**src/pss_pkg.sv**
```systemverilog
package pss_pkg;

  // register word offsets (byte addresses on a 32-bit bus)
  localparam logic [7:0] PSS_OFS_DIRECTION = 8'h00;
  localparam logic [7:0] PSS_OFS_DRIVE     = 8'h04;
  localparam logic [7:0] PSS_OFS_PULL_EN   = 8'h08;
  localparam logic [7:0] PSS_OFS_PULL_POL  = 8'h0c;
  localparam logic [7:0] PSS_OFS_OPEN_DRN  = 8'h10;
  localparam logic [7:0] PSS_OFS_STATUS    = 8'h14;

  // values after reset
  localparam logic [7:0] PSS_RST_CFG       = 8'h00;

  // pin group positions
  localparam int PSS_SYNC_LO  = 4;
  localparam int PSS_ASYNC2_LO = 2;
  localparam int PSS_ASYNC1_LO = 0;

  // one pad's control bundle
  typedef struct packed {
    logic drive;     // pad output enable, high = driving
    logic level;     // level driven when drive is high
    logic reduced;   // reduced drive strength
    logic pull_on;   // pull device active
    logic pull_down; // pull polarity, high = down
  } pss_pad_t;

  // one peripheral's claim on a pin
  typedef struct packed {
    logic enable; // peripheral owns the pin
    logic dir;    // peripheral wants output
    logic out;    // peripheral output level
  } pss_periph_t;

endpackage : pss_pkg

```
**src/pss_port.sv**
```systemverilog
// The implementer's own choices: the placing of the registers and register access over Wishbone.
`timescale 1ns/1ps
//////////////////////////////////////////////////////////////////////////////
// Function
// - a direction bit of one makes its pin an output, zero an input.
// - an enabled sync serial unit sets direction of pins 7-4, bits kept.
// - an enabled second async unit sets direction of pins 3-2, bits kept.
// - an enabled first async unit sets direction of pins 1-0, bits kept.
// - direction, pull enable and open-drain registers are always rw.
// - a reduced drive bit of one selects about 1/5 drive, zero full drive.
// - reduced drive applies to port or peripheral output, never to input.
// - a pull enable bit of one turns the pin's pull device on.
// - on an output the pull enable only acts in open-drain mode.
// - a polarity bit of one picks pull-down, zero pull-up, when enabled.
// - in open-drain mode zero drives low and one leaves the pin undriven.
// - open-drain applies whatever drives the pin and never to inputs.
// - an enabled peripheral takes precedence over port use of its pins.
module pss_port
#(
  parameter int WIDTH = 8
)
(
  // clock and reset
  input  wire logic                 i_clock,
  input  wire logic                 i_rst_b,
  // wishbone slave
  input  wire logic                 i_wb_cyc,
  input  wire logic                 i_wb_stb,
  input  wire logic                 i_wb_we,
  input  wire logic [7:0]           i_wb_adr,
  input  wire logic [3:0]           i_wb_sel,
  input  wire logic [31:0]          i_wb_dat,
  output logic      [31:0]          o_wb_dat,
  output logic                      o_wb_ack,
  // port output data from the data register
  input  wire logic [WIDTH-1:0]     i_port_out,
  // peripheral claims
  input  wire pss_pkg::pss_periph_t i_sync_ser,
  input  wire pss_pkg::pss_periph_t i_async_second,
  input  wire pss_pkg::pss_periph_t i_async_first,
  // pad controls
  output logic      [WIDTH-1:0]     o_out_en_b,
  output pss_pkg::pss_pad_t [WIDTH-1:0] o_pad
);
  import pss_pkg::*;

  //////////////////////////////////////////////////////////////////////////
  // registers and wires

  logic [WIDTH-1:0]  pin_direction_bits_r;
  logic [WIDTH-1:0]  reduced_drive_bits_r;
  logic [WIDTH-1:0]  pull_enable_bits_r;
  logic [WIDTH-1:0]  pull_polarity_bits_r;
  logic [WIDTH-1:0]  open_drain_bits_r;
  logic [31:0]       rd_data_nxt;
  logic              ack_r;
  logic              req;
  logic              wr_stb;
  logic [WIDTH-1:0]  eff_dir;
  pss_periph_t [WIDTH-1:0] claim;
  pss_pad_t    [WIDTH-1:0] pad_w;
  logic        [WIDTH-1:0] oe_b_w;

  //////////////////////////////////////////////////////////////////////////
  // bus handshake: ack one cycle after request, dropped the next cycle

  assign req    = i_wb_cyc & i_wb_stb;
  assign wr_stb = req & i_wb_we & ~ack_r & i_wb_sel[0];

  // ack generation
  always_ff @(posedge i_clock)
  begin
    if (!i_rst_b)
      ack_r <= 1'b0;
    else
      ack_r <= req & ~ack_r;
  end

  assign o_wb_ack = ack_r;

  //////////////////////////////////////////////////////////////////////////
  // configuration registers, writable at any time

  // direction register, never touched by peripherals
  always_ff @(posedge i_clock)
  begin
    if (!i_rst_b)
      pin_direction_bits_r <= PSS_RST_CFG;
    else if (wr_stb && i_wb_adr == PSS_OFS_DIRECTION)
      pin_direction_bits_r <= i_wb_dat[WIDTH-1:0];
  end

  // reduced drive register
  always_ff @(posedge i_clock)
  begin
    if (!i_rst_b)
      reduced_drive_bits_r <= PSS_RST_CFG;
    else if (wr_stb && i_wb_adr == PSS_OFS_DRIVE)
      reduced_drive_bits_r <= i_wb_dat[WIDTH-1:0];
  end

  // pull enable register
  always_ff @(posedge i_clock)
  begin
    if (!i_rst_b)
      pull_enable_bits_r <= PSS_RST_CFG;
    else if (wr_stb && i_wb_adr == PSS_OFS_PULL_EN)
      pull_enable_bits_r <= i_wb_dat[WIDTH-1:0];
  end

  // pull polarity register
  always_ff @(posedge i_clock)
  begin
    if (!i_rst_b)
      pull_polarity_bits_r <= PSS_RST_CFG;
    else if (wr_stb && i_wb_adr == PSS_OFS_PULL_POL)
      pull_polarity_bits_r <= i_wb_dat[WIDTH-1:0];
  end

  // open-drain register
  always_ff @(posedge i_clock)
  begin
    if (!i_rst_b)
      open_drain_bits_r <= PSS_RST_CFG;
    else if (wr_stb && i_wb_adr == PSS_OFS_OPEN_DRN)
      open_drain_bits_r <= i_wb_dat[WIDTH-1:0];
  end

  //////////////////////////////////////////////////////////////////////////
  // read mux, unmapped addresses read zero

  always_comb
  begin
    rd_data_nxt = 32'h0000_0000;
    unique case (i_wb_adr)
      PSS_OFS_DIRECTION: rd_data_nxt[WIDTH-1:0] = pin_direction_bits_r;
      PSS_OFS_DRIVE:     rd_data_nxt[WIDTH-1:0] = reduced_drive_bits_r;
      PSS_OFS_PULL_EN:   rd_data_nxt[WIDTH-1:0] = pull_enable_bits_r;
      PSS_OFS_PULL_POL:  rd_data_nxt[WIDTH-1:0] = pull_polarity_bits_r;
      PSS_OFS_OPEN_DRN:  rd_data_nxt[WIDTH-1:0] = open_drain_bits_r;
      PSS_OFS_STATUS:    rd_data_nxt[WIDTH-1:0] = eff_dir;
      default:           rd_data_nxt = 32'h0000_0000;
    endcase
  end

  // read data register
  always_ff @(posedge i_clock)
  begin
    if (!i_rst_b)
      o_wb_dat <= 32'h0000_0000;
    else if (req && !ack_r)
      o_wb_dat <= rd_data_nxt;
  end

  //////////////////////////////////////////////////////////////////////////
  // peripheral claims per pin

  generate
    for (genvar g = 0; g < WIDTH; g++)
    begin : g_claim
      if (g >= PSS_SYNC_LO)
      begin : g_sync
        assign claim[g] = i_sync_ser;
      end
      else if (g >= PSS_ASYNC2_LO)
      begin : g_async2
        assign claim[g] = i_async_second;
      end
      else
      begin : g_async1
        assign claim[g] = i_async_first;
      end
    end
  endgenerate

  //////////////////////////////////////////////////////////////////////////
  // pin cells

  generate
    for (genvar p = 0; p < WIDTH; p++)
    begin : g_pin
      pss_pin_cell u_cell
      (
        .i_dir        (pin_direction_bits_r[p]),
        .i_port_out   (i_port_out[p]),
        .i_periph     (claim[p]),
        .i_reduced    (reduced_drive_bits_r[p]),
        .i_pull_en    (pull_enable_bits_r[p]),
        .i_pull_pol   (pull_polarity_bits_r[p]),
        .i_open_drain (open_drain_bits_r[p]),
        .o_out_en_b   (oe_b_w[p]),
        .o_pad        (pad_w[p]),
        .o_eff_dir    (eff_dir[p])
      );
    end
  endgenerate

  assign o_pad      = pad_w;
  assign o_out_en_b = oe_b_w;

  //////////////////////////////////////////////////////////////////////////
  // checks

  // ack is a single-cycle pulse
  AST_ACK_ONE: assert property (
    @(posedge i_clock) disable iff (!i_rst_b)
    o_wb_ack |=> !o_wb_ack)
    else $error("ack held longer than one cycle");

  // ack follows a taken request by one cycle
  AST_ACK_DELAY: assert property (
    @(posedge i_clock) disable iff (!i_rst_b)
    (req && !ack_r) |=> o_wb_ack)
    else $error("ack not given one cycle after request");

  // ack never comes without a request taken the cycle before
  AST_ACK_REQ: assert property (
    @(posedge i_clock) disable iff (!i_rst_b)
    o_wb_ack |-> $past(req && !ack_r))
    else $error("ack given without a request");

  // upper read lanes stay zero
  AST_RD_UPPER: assert property (
    @(posedge i_clock) disable iff (!i_rst_b)
    o_wb_ack |-> o_wb_dat[31:WIDTH] == '0)
    else $error("read data upper bits not zero");

  // direction read returns the stored bits
  AST_RD_BACK: assert property (
    @(posedge i_clock) disable iff (!i_rst_b)
    (req && !ack_r && !i_wb_we && i_wb_adr == PSS_OFS_DIRECTION) |=>
      o_wb_dat[WIDTH-1:0] == $past(pin_direction_bits_r))
    else $error("direction read does not return stored bits");

  // open-drain write lands whatever the pin state
  AST_WRITE_ANY: assert property (
    @(posedge i_clock) disable iff (!i_rst_b)
    (wr_stb && i_wb_adr == PSS_OFS_OPEN_DRN) |=>
      open_drain_bits_r == $past(i_wb_dat[WIDTH-1:0]))
    else $error("open-drain write not taken");

  // pull enable write lands whatever the pin state
  AST_WRITE_PULL: assert property (
    @(posedge i_clock) disable iff (!i_rst_b)
    (wr_stb && i_wb_adr == PSS_OFS_PULL_EN) |=>
      pull_enable_bits_r == $past(i_wb_dat[WIDTH-1:0]))
    else $error("pull enable write not taken");

  // sync serial unit owns the direction of pins 7-4
  AST_DIR_FORCE: assert property (
    @(posedge i_clock) disable iff (!i_rst_b)
    i_sync_ser.enable |-> eff_dir[7:4] == {4{i_sync_ser.dir}})
    else $error("sync serial unit does not set pins 7-4 direction");

  // second async unit owns the direction of pins 3-2
  AST_DIR_SECOND: assert property (
    @(posedge i_clock) disable iff (!i_rst_b)
    i_async_second.enable |-> eff_dir[3:2] == {2{i_async_second.dir}})
    else $error("second async unit does not set pins 3-2 direction");

  // first async unit owns the direction of pins 1-0
  AST_DIR_FIRST: assert property (
    @(posedge i_clock) disable iff (!i_rst_b)
    i_async_first.enable |-> eff_dir[1:0] == {2{i_async_first.dir}})
    else $error("first async unit does not set pins 1-0 direction");

  // a claiming peripheral leaves the stored bits alone
  AST_DIR_KEEP: assert property (
    @(posedge i_clock) disable iff (!i_rst_b)
    (i_async_second.enable && !wr_stb) |=>
      $stable(pin_direction_bits_r))
    else $error("direction bits changed by peripheral");

  // stored bits still take writes while the pins are claimed
  AST_DIR_STORE: assert property (
    @(posedge i_clock) disable iff (!i_rst_b)
    (i_sync_ser.enable && wr_stb && i_wb_adr == PSS_OFS_DIRECTION) |=>
      pin_direction_bits_r == $past(i_wb_dat[WIDTH-1:0]))
    else $error("direction write lost while pins claimed");

  // unclaimed low pin follows its direction bit
  AST_DIR_PORT: assert property (
    @(posedge i_clock) disable iff (!i_rst_b)
    !i_async_first.enable |-> eff_dir[0] == pin_direction_bits_r[0])
    else $error("direction bit not obeyed on pin 0");

  // unclaimed top pin follows its direction bit
  AST_DIR_TOP: assert property (
    @(posedge i_clock) disable iff (!i_rst_b)
    !i_sync_ser.enable |-> eff_dir[7] == pin_direction_bits_r[7])
    else $error("direction bit not obeyed on pin 7");

  // open-drain one releases the pin
  AST_OD_HIGH: assert property (
    @(posedge i_clock) disable iff (!i_rst_b)
    (eff_dir[3] && open_drain_bits_r[3] && claim[3].enable && claim[3].out)
      |-> o_out_en_b[3])
    else $error("open-drain one drives the pin");

  // open-drain zero pulls the pin low
  AST_OD_LOW: assert property (
    @(posedge i_clock) disable iff (!i_rst_b)
    (eff_dir[0] && open_drain_bits_r[0] &&
      !(claim[0].enable ? claim[0].out : i_port_out[0]))
      |-> (!o_out_en_b[0] && !o_pad[0].level))
    else $error("open-drain zero not driven low");

  // push-pull output drives its value
  AST_PUSH_PULL: assert property (
    @(posedge i_clock) disable iff (!i_rst_b)
    (eff_dir[1] && !open_drain_bits_r[1]) |-> (!o_out_en_b[1] &&
      o_pad[1].level == (claim[1].enable ? claim[1].out : i_port_out[1])))
    else $error("push-pull output not driven with its value");

  // claiming peripheral value wins over the port data
  AST_PERIPH_WINS: assert property (
    @(posedge i_clock) disable iff (!i_rst_b)
    (i_async_first.enable && i_async_first.dir && !open_drain_bits_r[1])
      |-> o_pad[1].level == i_async_first.out)
    else $error("peripheral value not on its pin");

  // open-drain bit has no effect on an input
  AST_OD_INPUT: assert property (
    @(posedge i_clock) disable iff (!i_rst_b)
    !eff_dir[3] |-> (o_out_en_b[3] && !o_pad[3].level))
    else $error("open-drain bit acts on an input");

  // input is never driven nor reduced
  AST_IN_QUIET: assert property (
    @(posedge i_clock) disable iff (!i_rst_b)
    !eff_dir[5] |-> (o_out_en_b[5] && !o_pad[5].reduced))
    else $error("input pin driven or reduced");

  // output carries its reduced drive bit
  AST_REDUCED: assert property (
    @(posedge i_clock) disable iff (!i_rst_b)
    eff_dir[4] |-> o_pad[4].reduced == reduced_drive_bits_r[4])
    else $error("reduced drive bit not applied on output");

  // push-pull output ignores the pull enable
  AST_PULL_OUT: assert property (
    @(posedge i_clock) disable iff (!i_rst_b)
    (eff_dir[6] && !open_drain_bits_r[6]) |-> !o_pad[6].pull_on)
    else $error("pull active on push-pull output");

  // input pull follows its enable bit
  AST_PULL_IN: assert property (
    @(posedge i_clock) disable iff (!i_rst_b)
    !eff_dir[2] |-> o_pad[2].pull_on == pull_enable_bits_r[2])
    else $error("input pull does not follow its enable");

  // pull-down only where the pull is on and polarity asks for it
  AST_PULL_POL: assert property (
    @(posedge i_clock) disable iff (!i_rst_b)
    o_pad[7].pull_down == (o_pad[7].pull_on && pull_polarity_bits_r[7]))
    else $error("pull polarity not applied");

endmodule : pss_port

```
**src/pss_pin_cell.sv**
```systemverilog
`timescale 1ns/1ps
module pss_pin_cell
(
  // port side
  input  wire logic                 i_dir,
  input  wire logic                 i_port_out,
  // peripheral side
  input  wire pss_pkg::pss_periph_t i_periph,
  // configuration
  input  wire logic                 i_reduced,
  input  wire logic                 i_pull_en,
  input  wire logic                 i_pull_pol,
  input  wire logic                 i_open_drain,
  // pad control
  output logic                      o_out_en_b,
  output pss_pkg::pss_pad_t         o_pad,
  output logic                      o_eff_dir
);
  import pss_pkg::*;

  logic eff_val;

  // pad control from direction, value and configuration
  always_comb
  begin
    o_eff_dir  = i_periph.enable ? i_periph.dir : i_dir;
    eff_val    = i_periph.enable ? i_periph.out : i_port_out;
    o_pad.level   = 1'b0;
    o_pad.drive   = 1'b0;
    o_pad.reduced = 1'b0;
    if (o_eff_dir)
    begin
      if (i_open_drain)
      begin
        o_pad.drive = ~eff_val;
        o_pad.level = 1'b0;
      end
      else
      begin
        o_pad.drive = 1'b1;
        o_pad.level = eff_val;
      end
      o_pad.reduced = i_reduced;
    end
    o_pad.pull_on   = i_pull_en & (~o_eff_dir | i_open_drain);
    o_pad.pull_down = o_pad.pull_on & i_pull_pol;
    o_out_en_b      = ~o_pad.drive;
  end

endmodule : pss_pin_cell

```
**config.mk**
```make
export PLATFORM = sky130hd
export DESIGN_NAME = pss_port
export DESIGN_NICKNAME = d
export VERILOG_FILES = /design/src/pss_pkg.sv /design/src/pss_port.sv /design/src/pss_pin_cell.sv
export SDC_FILE = /design/constraint.sdc
export NUM_CORES = 1
export LEC_CHECK = 0
export ABC_AREA = 1
export BUFFER_PORTS_ARGS = -buffer_cell sky130_fd_sc_hd__clkbuf_2
export CORE_MARGIN = 3
export CORE_UTILIZATION = 52
export CTS_BUF_LIST = sky130_fd_sc_hd__clkbuf_8
export DETAILED_ROUTE_END_ITERATION = 8
export GPL_TIMING_DRIVEN = 0
export PLACE_DENSITY = 0.87
export SLEW_MARGIN = 15
export SYNTH_ARGS = -nofsm -noshare
export SYNTH_HDL_FRONTEND = slang
export SYNTH_HIERARCHICAL = 1
export SYNTH_SLANG_ARGS = --single-unit
```
**constraint.sdc**
```tcl
create_clock -name i_clock -period 1.8 [get_ports i_clock]
set_input_delay 0.27 -clock i_clock [delete_from_list [all_inputs] [get_ports i_clock]]
set_output_delay 0.27 -clock i_clock [all_outputs]
set_load 0.1 [all_outputs]
```
; ---- Word-level counts from Yosys, hierarchy flattened
; Cells that the tools add are included.
[totals]
ramBits = 0
in_bits = 66
mem_bits_ro = 0
elab_cells = 107
latchBits = 0
out_inout_bits = 81
reg_bits = 49
mem_count = 0
[classes]
n_lt_le_gt_ge = 0
n_addsub = 0
mul = 0
n_shift = 0
n_bitwise = 54
n_eq_ne = 5
n_mux = 33
div = 0
n_reduce_logical = 8
[op_table]
columns = operator, count
row1 = $pmux 8 s6, 1
row2 = $not 1->1, 25
row3 = $mux 3, 8
row4 = $and 1x1->1, 21
row5 = $eq 8x4->1 const B, 2
row6 = $eq 8x5->1 const B, 2
row7 = $mux 1, 16
row8 = $mux 2, 8
row9 = $eq 8x3->1 const B, 1
row10 = $logic_not 8->1, 1
row11 = $or 1x1->1, 8
row12 = $logic_and 1x1->1, 6
row13 = $logic_not 1->1, 1

; ---- Logic depth before layout (Yosys ltp)
[depth]
word_depth = 5
ltp_mapped = 8
depth_no_buf = 8

; ---- By module
; Netlist, hierarchy kept.
[by_module_without_submodules]
columns = module, seq_area_each_um2, area_each_um2, cells_per_inst, n_inst
row1 = pss_port, 980.9, 2524.9, 355, 1
row2 = pss_pin_cell, 0.0, 91.3, 22, 8

; ---- Worst setup path before layout
; No wires, ideal clock.
[synth_path]
path_type = input -> output
from = input port i_async_first[0] (netlist bit)
to = output port o_out_en_b[0]
setup_slack_ns = -1.034
path_stages = 4
n_path_buf = 0
arrival_ns = 2.564
required_ns = 1.530
path_cell_list = inv_1 -> nand2_1 -> o21ai_0 -> o21ai_0
[synth_between]
elab_chain_cells = 5
[synth_rtl]
columns = item, line
row1 = from (decl), pss_port.sv:40  ; input wire pss_pkg::pss_periph_t i_async_first,
row2 = $mux 1, pss_pin_cell.sv:27  ; eff_val = i_periph.enable ? i_periph.out : i_port_out;
row3 = $not 1->1, pss_pin_cell.sv:35  ; o_pad.drive = ~eff_val;
row4 = $mux 2, pss_pin_cell.sv:33  ; if (i_open_drain)
row5 = $mux 3, pss_pin_cell.sv:31  ; if (o_eff_dir)
row6 = $not 1->1, pss_pin_cell.sv:47  ; o_out_en_b = ~o_pad.drive;
row7 = to (decl), pss_port.sv:42  ; output logic [WIDTH-1:0] o_out_en_b,
; Every way passes these cells.

; ---- Final worst setup path
[layout_path]
from = register pin_direction_bits_r[0]
to = output port o_out_en_b[0]
[layout_between]
elab_chain_cells = 3
[layout_rtl]
columns = item, line
row1 = from (decl), pss_port.sv:50  ; logic [WIDTH-1:0] pin_direction_bits_r;
row2 = from (signal assigned), pss_port.sv:90  ; pin_direction_bits_r <= i_wb_dat[WIDTH-1:0];
row3 = $mux 1, pss_pin_cell.sv:26  ; o_eff_dir = i_periph.enable ? i_periph.dir : i_dir;
row4 = named net eff_dir[0], pss_port.sv:59  ; logic [WIDTH-1:0] eff_dir;
row5 = $mux 3, pss_pin_cell.sv:31
row6 = $not 1->1, pss_pin_cell.sv:47
; The timed path passes the listed nets, and every way through them passes these cells.

==> results by stage <==
Route:
- The count of nets left with antenna violations once routing finished came out at 0.
- The final routed wire length divided by cell count is between 10 and 15 um.
- The wire length after detailed routing is 9.57 mm.
- The first routing iteration left 375 violations.
- After detailed routing, the number of vias per cell comes to just over 5.
- The pre-antenna-repair detailed-routing pass consisted of 5 iterations.
- The total number of vias is roughly 3.7k.
- The total DRC errors in the routed layout is 0.

CTS:
- TritonCTS built the clock tree.
- The number of H-tree levels is 2.
- The clock transition at the registers of the reported paths is about 0.090 ns.
- Counting along the longest clock path gives a buffer depth of 2.
- The number of clock buffers inserted by TritonCTS is 5.
- The root cell of the clock tree is sky130_fd_sc_hd__clkbuf_8.
- The clock drives roughly 50 sinks.
- For the worst-skew pair, the clock arrives at the later sink with an insertion delay of 0.30 ns.
- The number of setup buffers added after CTS is 0.

Final layout:
- The post-route cell area is ~4200 um^2.
- The post-layout net count is between 700 and 800.
- The number of diodes added for antenna fixing is 0.
- The post-route netlist has 31.3% of its cells at a drive strength greater than 1.
- The final cell utilization of the core is between 60% and 70%.
- The area growth from synthesis to layout is 28.1%.

STA:
- The highest clock rate is between 500 and 600 MHz.
- In the post-route analysis, the smallest setup slack over all paths is just under 0.08 ns.
- The time the final worst path needs with I/O delays and setup is about 1.7 ns.
- Of the available clock period, the critical path in the final layout requires 95.6%.
- Setup repair after global routing left no endpoint under its margin.
- The transition time at the pin with the least slew margin is roughly 0.56 ns.
- The worst hold slack is 0.274 ns.
- The count of endpoints failing hold in the final timing report is 0.
- Setup total negative slack on the finished layout was measured at 0 ns.
- The headroom to the max-slew limit is a little over three fifths.
- The count of pins over their slew limit is 0.
- Across the routed clock network, the largest skew measured is 0.00583 ns.
- Setup violations remaining at the end of the flow were counted as 0.

Worst hold path:
- The cell depth of the worst min-delay path is 3.
- The type of the tightest min-delay check is in -> reg.

Global route:
- Entering global routing, the biggest net connects 17 pins.
- The number of global-route vias before repair came to 3458.
- The overall fraction of global-route tracks in use is between 20% and 30%.
- The first global-routing pass estimated 15.5 mm of wire.
- The number of antenna violations at the first check in global routing came to 0.
- The residual overflow from global routing is 0.

Die:
- The total area inside the core boundary comes to around 6000 um^2.
- The floorplan die width is between 80 and 90 um.
- The starting utilization of the core area is a little over half.
- During I/O placement, the number of pins put on the boundary was about 150.
- The die extent in y is between 80 and 90 um.
- The die covers 7250 um^2.
- The floorplan row count is 28.

Power and ir drop:
- For this design the static power due to leakage is 0.00213 uW.
- The power per unit of standard cell area is 710 nW/um^2.
- The peak supply drop is ~0.73 mV.

Worst setup path:
- The critical path startpoint category is a register.
- At the worst endpoint, the required time is 1.53 ns.
- The critical path is of the reg -> out type.
- In this run the worst path has a maximum fanout of 3.
- STA puts the critical path data arrival time at between 1 and 1.5 ns.
- For the worst flop-to-flop path, the logic depth is 5.
- The worst setup path is captured at a primary output.

Placement:
- Routability-driven placement finished with a final weighted congestion of around 0.85.
- The count of input and output buffers is between 90 and 100.
- The detailed placer's ending HPWL is 6.99 mm.
- The placed instances occupy a cell area of around 4000 um^2.
- At the placement stage, the worst setup path has a slack of -0.101 ns.

Yosys:
- The part of the Yosys area used for sequential elements is approximately 30%.
- The unique cell type count in the Yosys netlist is 26.
- The mapped netlist covers about 3300 um^2.
- For this run, the number of Yosys warnings is 6.
- After synthesis the netlist holds a flip-flop and latch count of 49.
- Counting every instance in the synthesized netlist gives ~530.
- Averaged over all synthesized cells, the footprint is ~6 um^2.

Status:
- The flow ran to the end, and the final reports show no timing, DRC or antenna violations.

Flow run:
- Max-cap violations in this run came to 0.
cell families (layout without fill, tap and decap cells):
logic type	Yosys count	in the layout	share of synthesized area, %
compound gates	77	77	12.1
buf+inv	128	230	19.1
flops	49	49	30.1
other cells	1	24	0.115
simple gates	276	276	38.6
routing by layer:
metal	GRT usage [%]	up-vias	share of wire, %	wire [um]
met3	4.66	31	11	1050
li1	-	1831	-	-
met4	11.9	0	2.9	274
met5	0	-	0	0
met2	44.0	229	46	4410
met1	32.3	1624	40	3840
area by class of cell:
type	instances	area, um^2
inverter	92	349
timing repair buffer	94	546
sequential	49	981
clock buffer	6	82.6
fill	527	1820
clock inverter	2	37.5
buffer	36	272
tap	75	93.8
multi-input combinational	377	1810
power breakdown:
part           leakage, uW  internal [uW]  switching [uW]  total (uW)
Sequential        0.000396           1100            7.22        1100
Clock            0.0000574            452             388         840
Combinational      0.00167            186             832        1020
Total              0.00213           1730            1230        2960
stage by stage:
step,power (uW),instances
6_report,2960,731
4_1_cts,2940,731
3_5_place_dp,2120,723
2_1_floorplan,1960,554
5_1_grt,3050,731
3_3_place_gp,2110,723
flip-flops by register name (all words and copies together), names as in the netlist:
register / cells
o_wb_ack: 1
o_wb_dat: 8
open_drain_bits_r: 8
pin_direction_bits_r: 8
pull_enable_bits_r: 8
pull_polarity_bits_r: 8
reduced_drive_bits_r: 8
worst paths after layout:
kind | end | from | slack [ns]
min | pull_enable_bits_r[4]$_SDFFE_PN0P_ | i_wb_dat[4] | 0.27
min reg2reg | reduced_drive_bits_r[4]$_SDFFE_PN0P_ | reduced_drive_bits_r[4]$_SDFFE_PN0P_ | 0.48
max reg2reg | o_wb_dat[6]$_SDFFE_PN0P_ | o_wb_ack$_SDFF_PN0_ | 0.39
max | o_out_en_b[0] | pin_direction_bits_r[0]$_SDFFE_PN0P_ | 0.08
cells in the mapped netlist:
library cell	number	area share, %
sky130_fd_sc_hd__a21oi_1	12	1.8
sky130_fd_sc_hd__a21oi_2	1	0.27
sky130_fd_sc_hd__buf_1	1	0.12
sky130_fd_sc_hd__buf_2	1	0.15
sky130_fd_sc_hd__buf_4	24	5.5
sky130_fd_sc_hd__buf_6	6	2.1
sky130_fd_sc_hd__clkbuf_1	4	0.46
sky130_fd_sc_hd__clkinv_2	3	0.46
sky130_fd_sc_hd__conb_1	1	0.12
sky130_fd_sc_hd__dfxtp_1	49	30
sky130_fd_sc_hd__inv_1	78	9.0
sky130_fd_sc_hd__inv_2	11	1.3
sky130_fd_sc_hd__nand2_1	88	10
sky130_fd_sc_hd__nand2_2	12	2.3
sky130_fd_sc_hd__nand2_4	1	0.35
sky130_fd_sc_hd__nand3_1	43	6.6
sky130_fd_sc_hd__nand3_2	2	0.61
sky130_fd_sc_hd__nand3_4	2	1.1
sky130_fd_sc_hd__nand3b_4	1	0.61
sky130_fd_sc_hd__nor2_1	113	13
sky130_fd_sc_hd__nor2_2	8	1.5
sky130_fd_sc_hd__nor2_4	5	1.7
sky130_fd_sc_hd__nor2_8	1	0.61
sky130_fd_sc_hd__o21ai_0	49	7.5
sky130_fd_sc_hd__o21ai_1	14	2.2
sky130_fd_sc_hd__o21ai_2	1	0.27
cells in the final DEF (no fill, tap or decap), drive strengths merged:
cell type / synthesis / final
a21oi: 13 / 13
buf: 32 / 41
nand2: 101 / 101
clkbuf: 4 / 95
conb: 1 / 24
o21ai: 64 / 64
bufinv: 0 / 1
dfxtp: 49 / 49
clkinv: 3 / 3
nand3b: 1 / 1
nand3: 47 / 47
nor2: 127 / 127
clkinvlp: 0 / 1
inv: 89 / 89
timing repair:
item | in CTS | in global routing
setup endpoints to repair | 12 | 29
hold buffers | 0 | 0
gates resized for setup | 13 | 48
worst max-delay path: stages (launching register included):
cell and delay (ns):
sky130_fd_sc_hd__dfxtp_1 0.34, sky130_fd_sc_hd__inv_1 0.07, sky130_fd_sc_hd__nand2_2 0.05, sky130_fd_sc_hd__nand2_1 0.10, sky130_fd_sc_hd__inv_2 0.07, sky130_fd_sc_hd__o21ai_2 0.05, sky130_fd_sc_hd__clkbuf_2 0.47
Note: power is estimated with default switching activity, not from simulation.
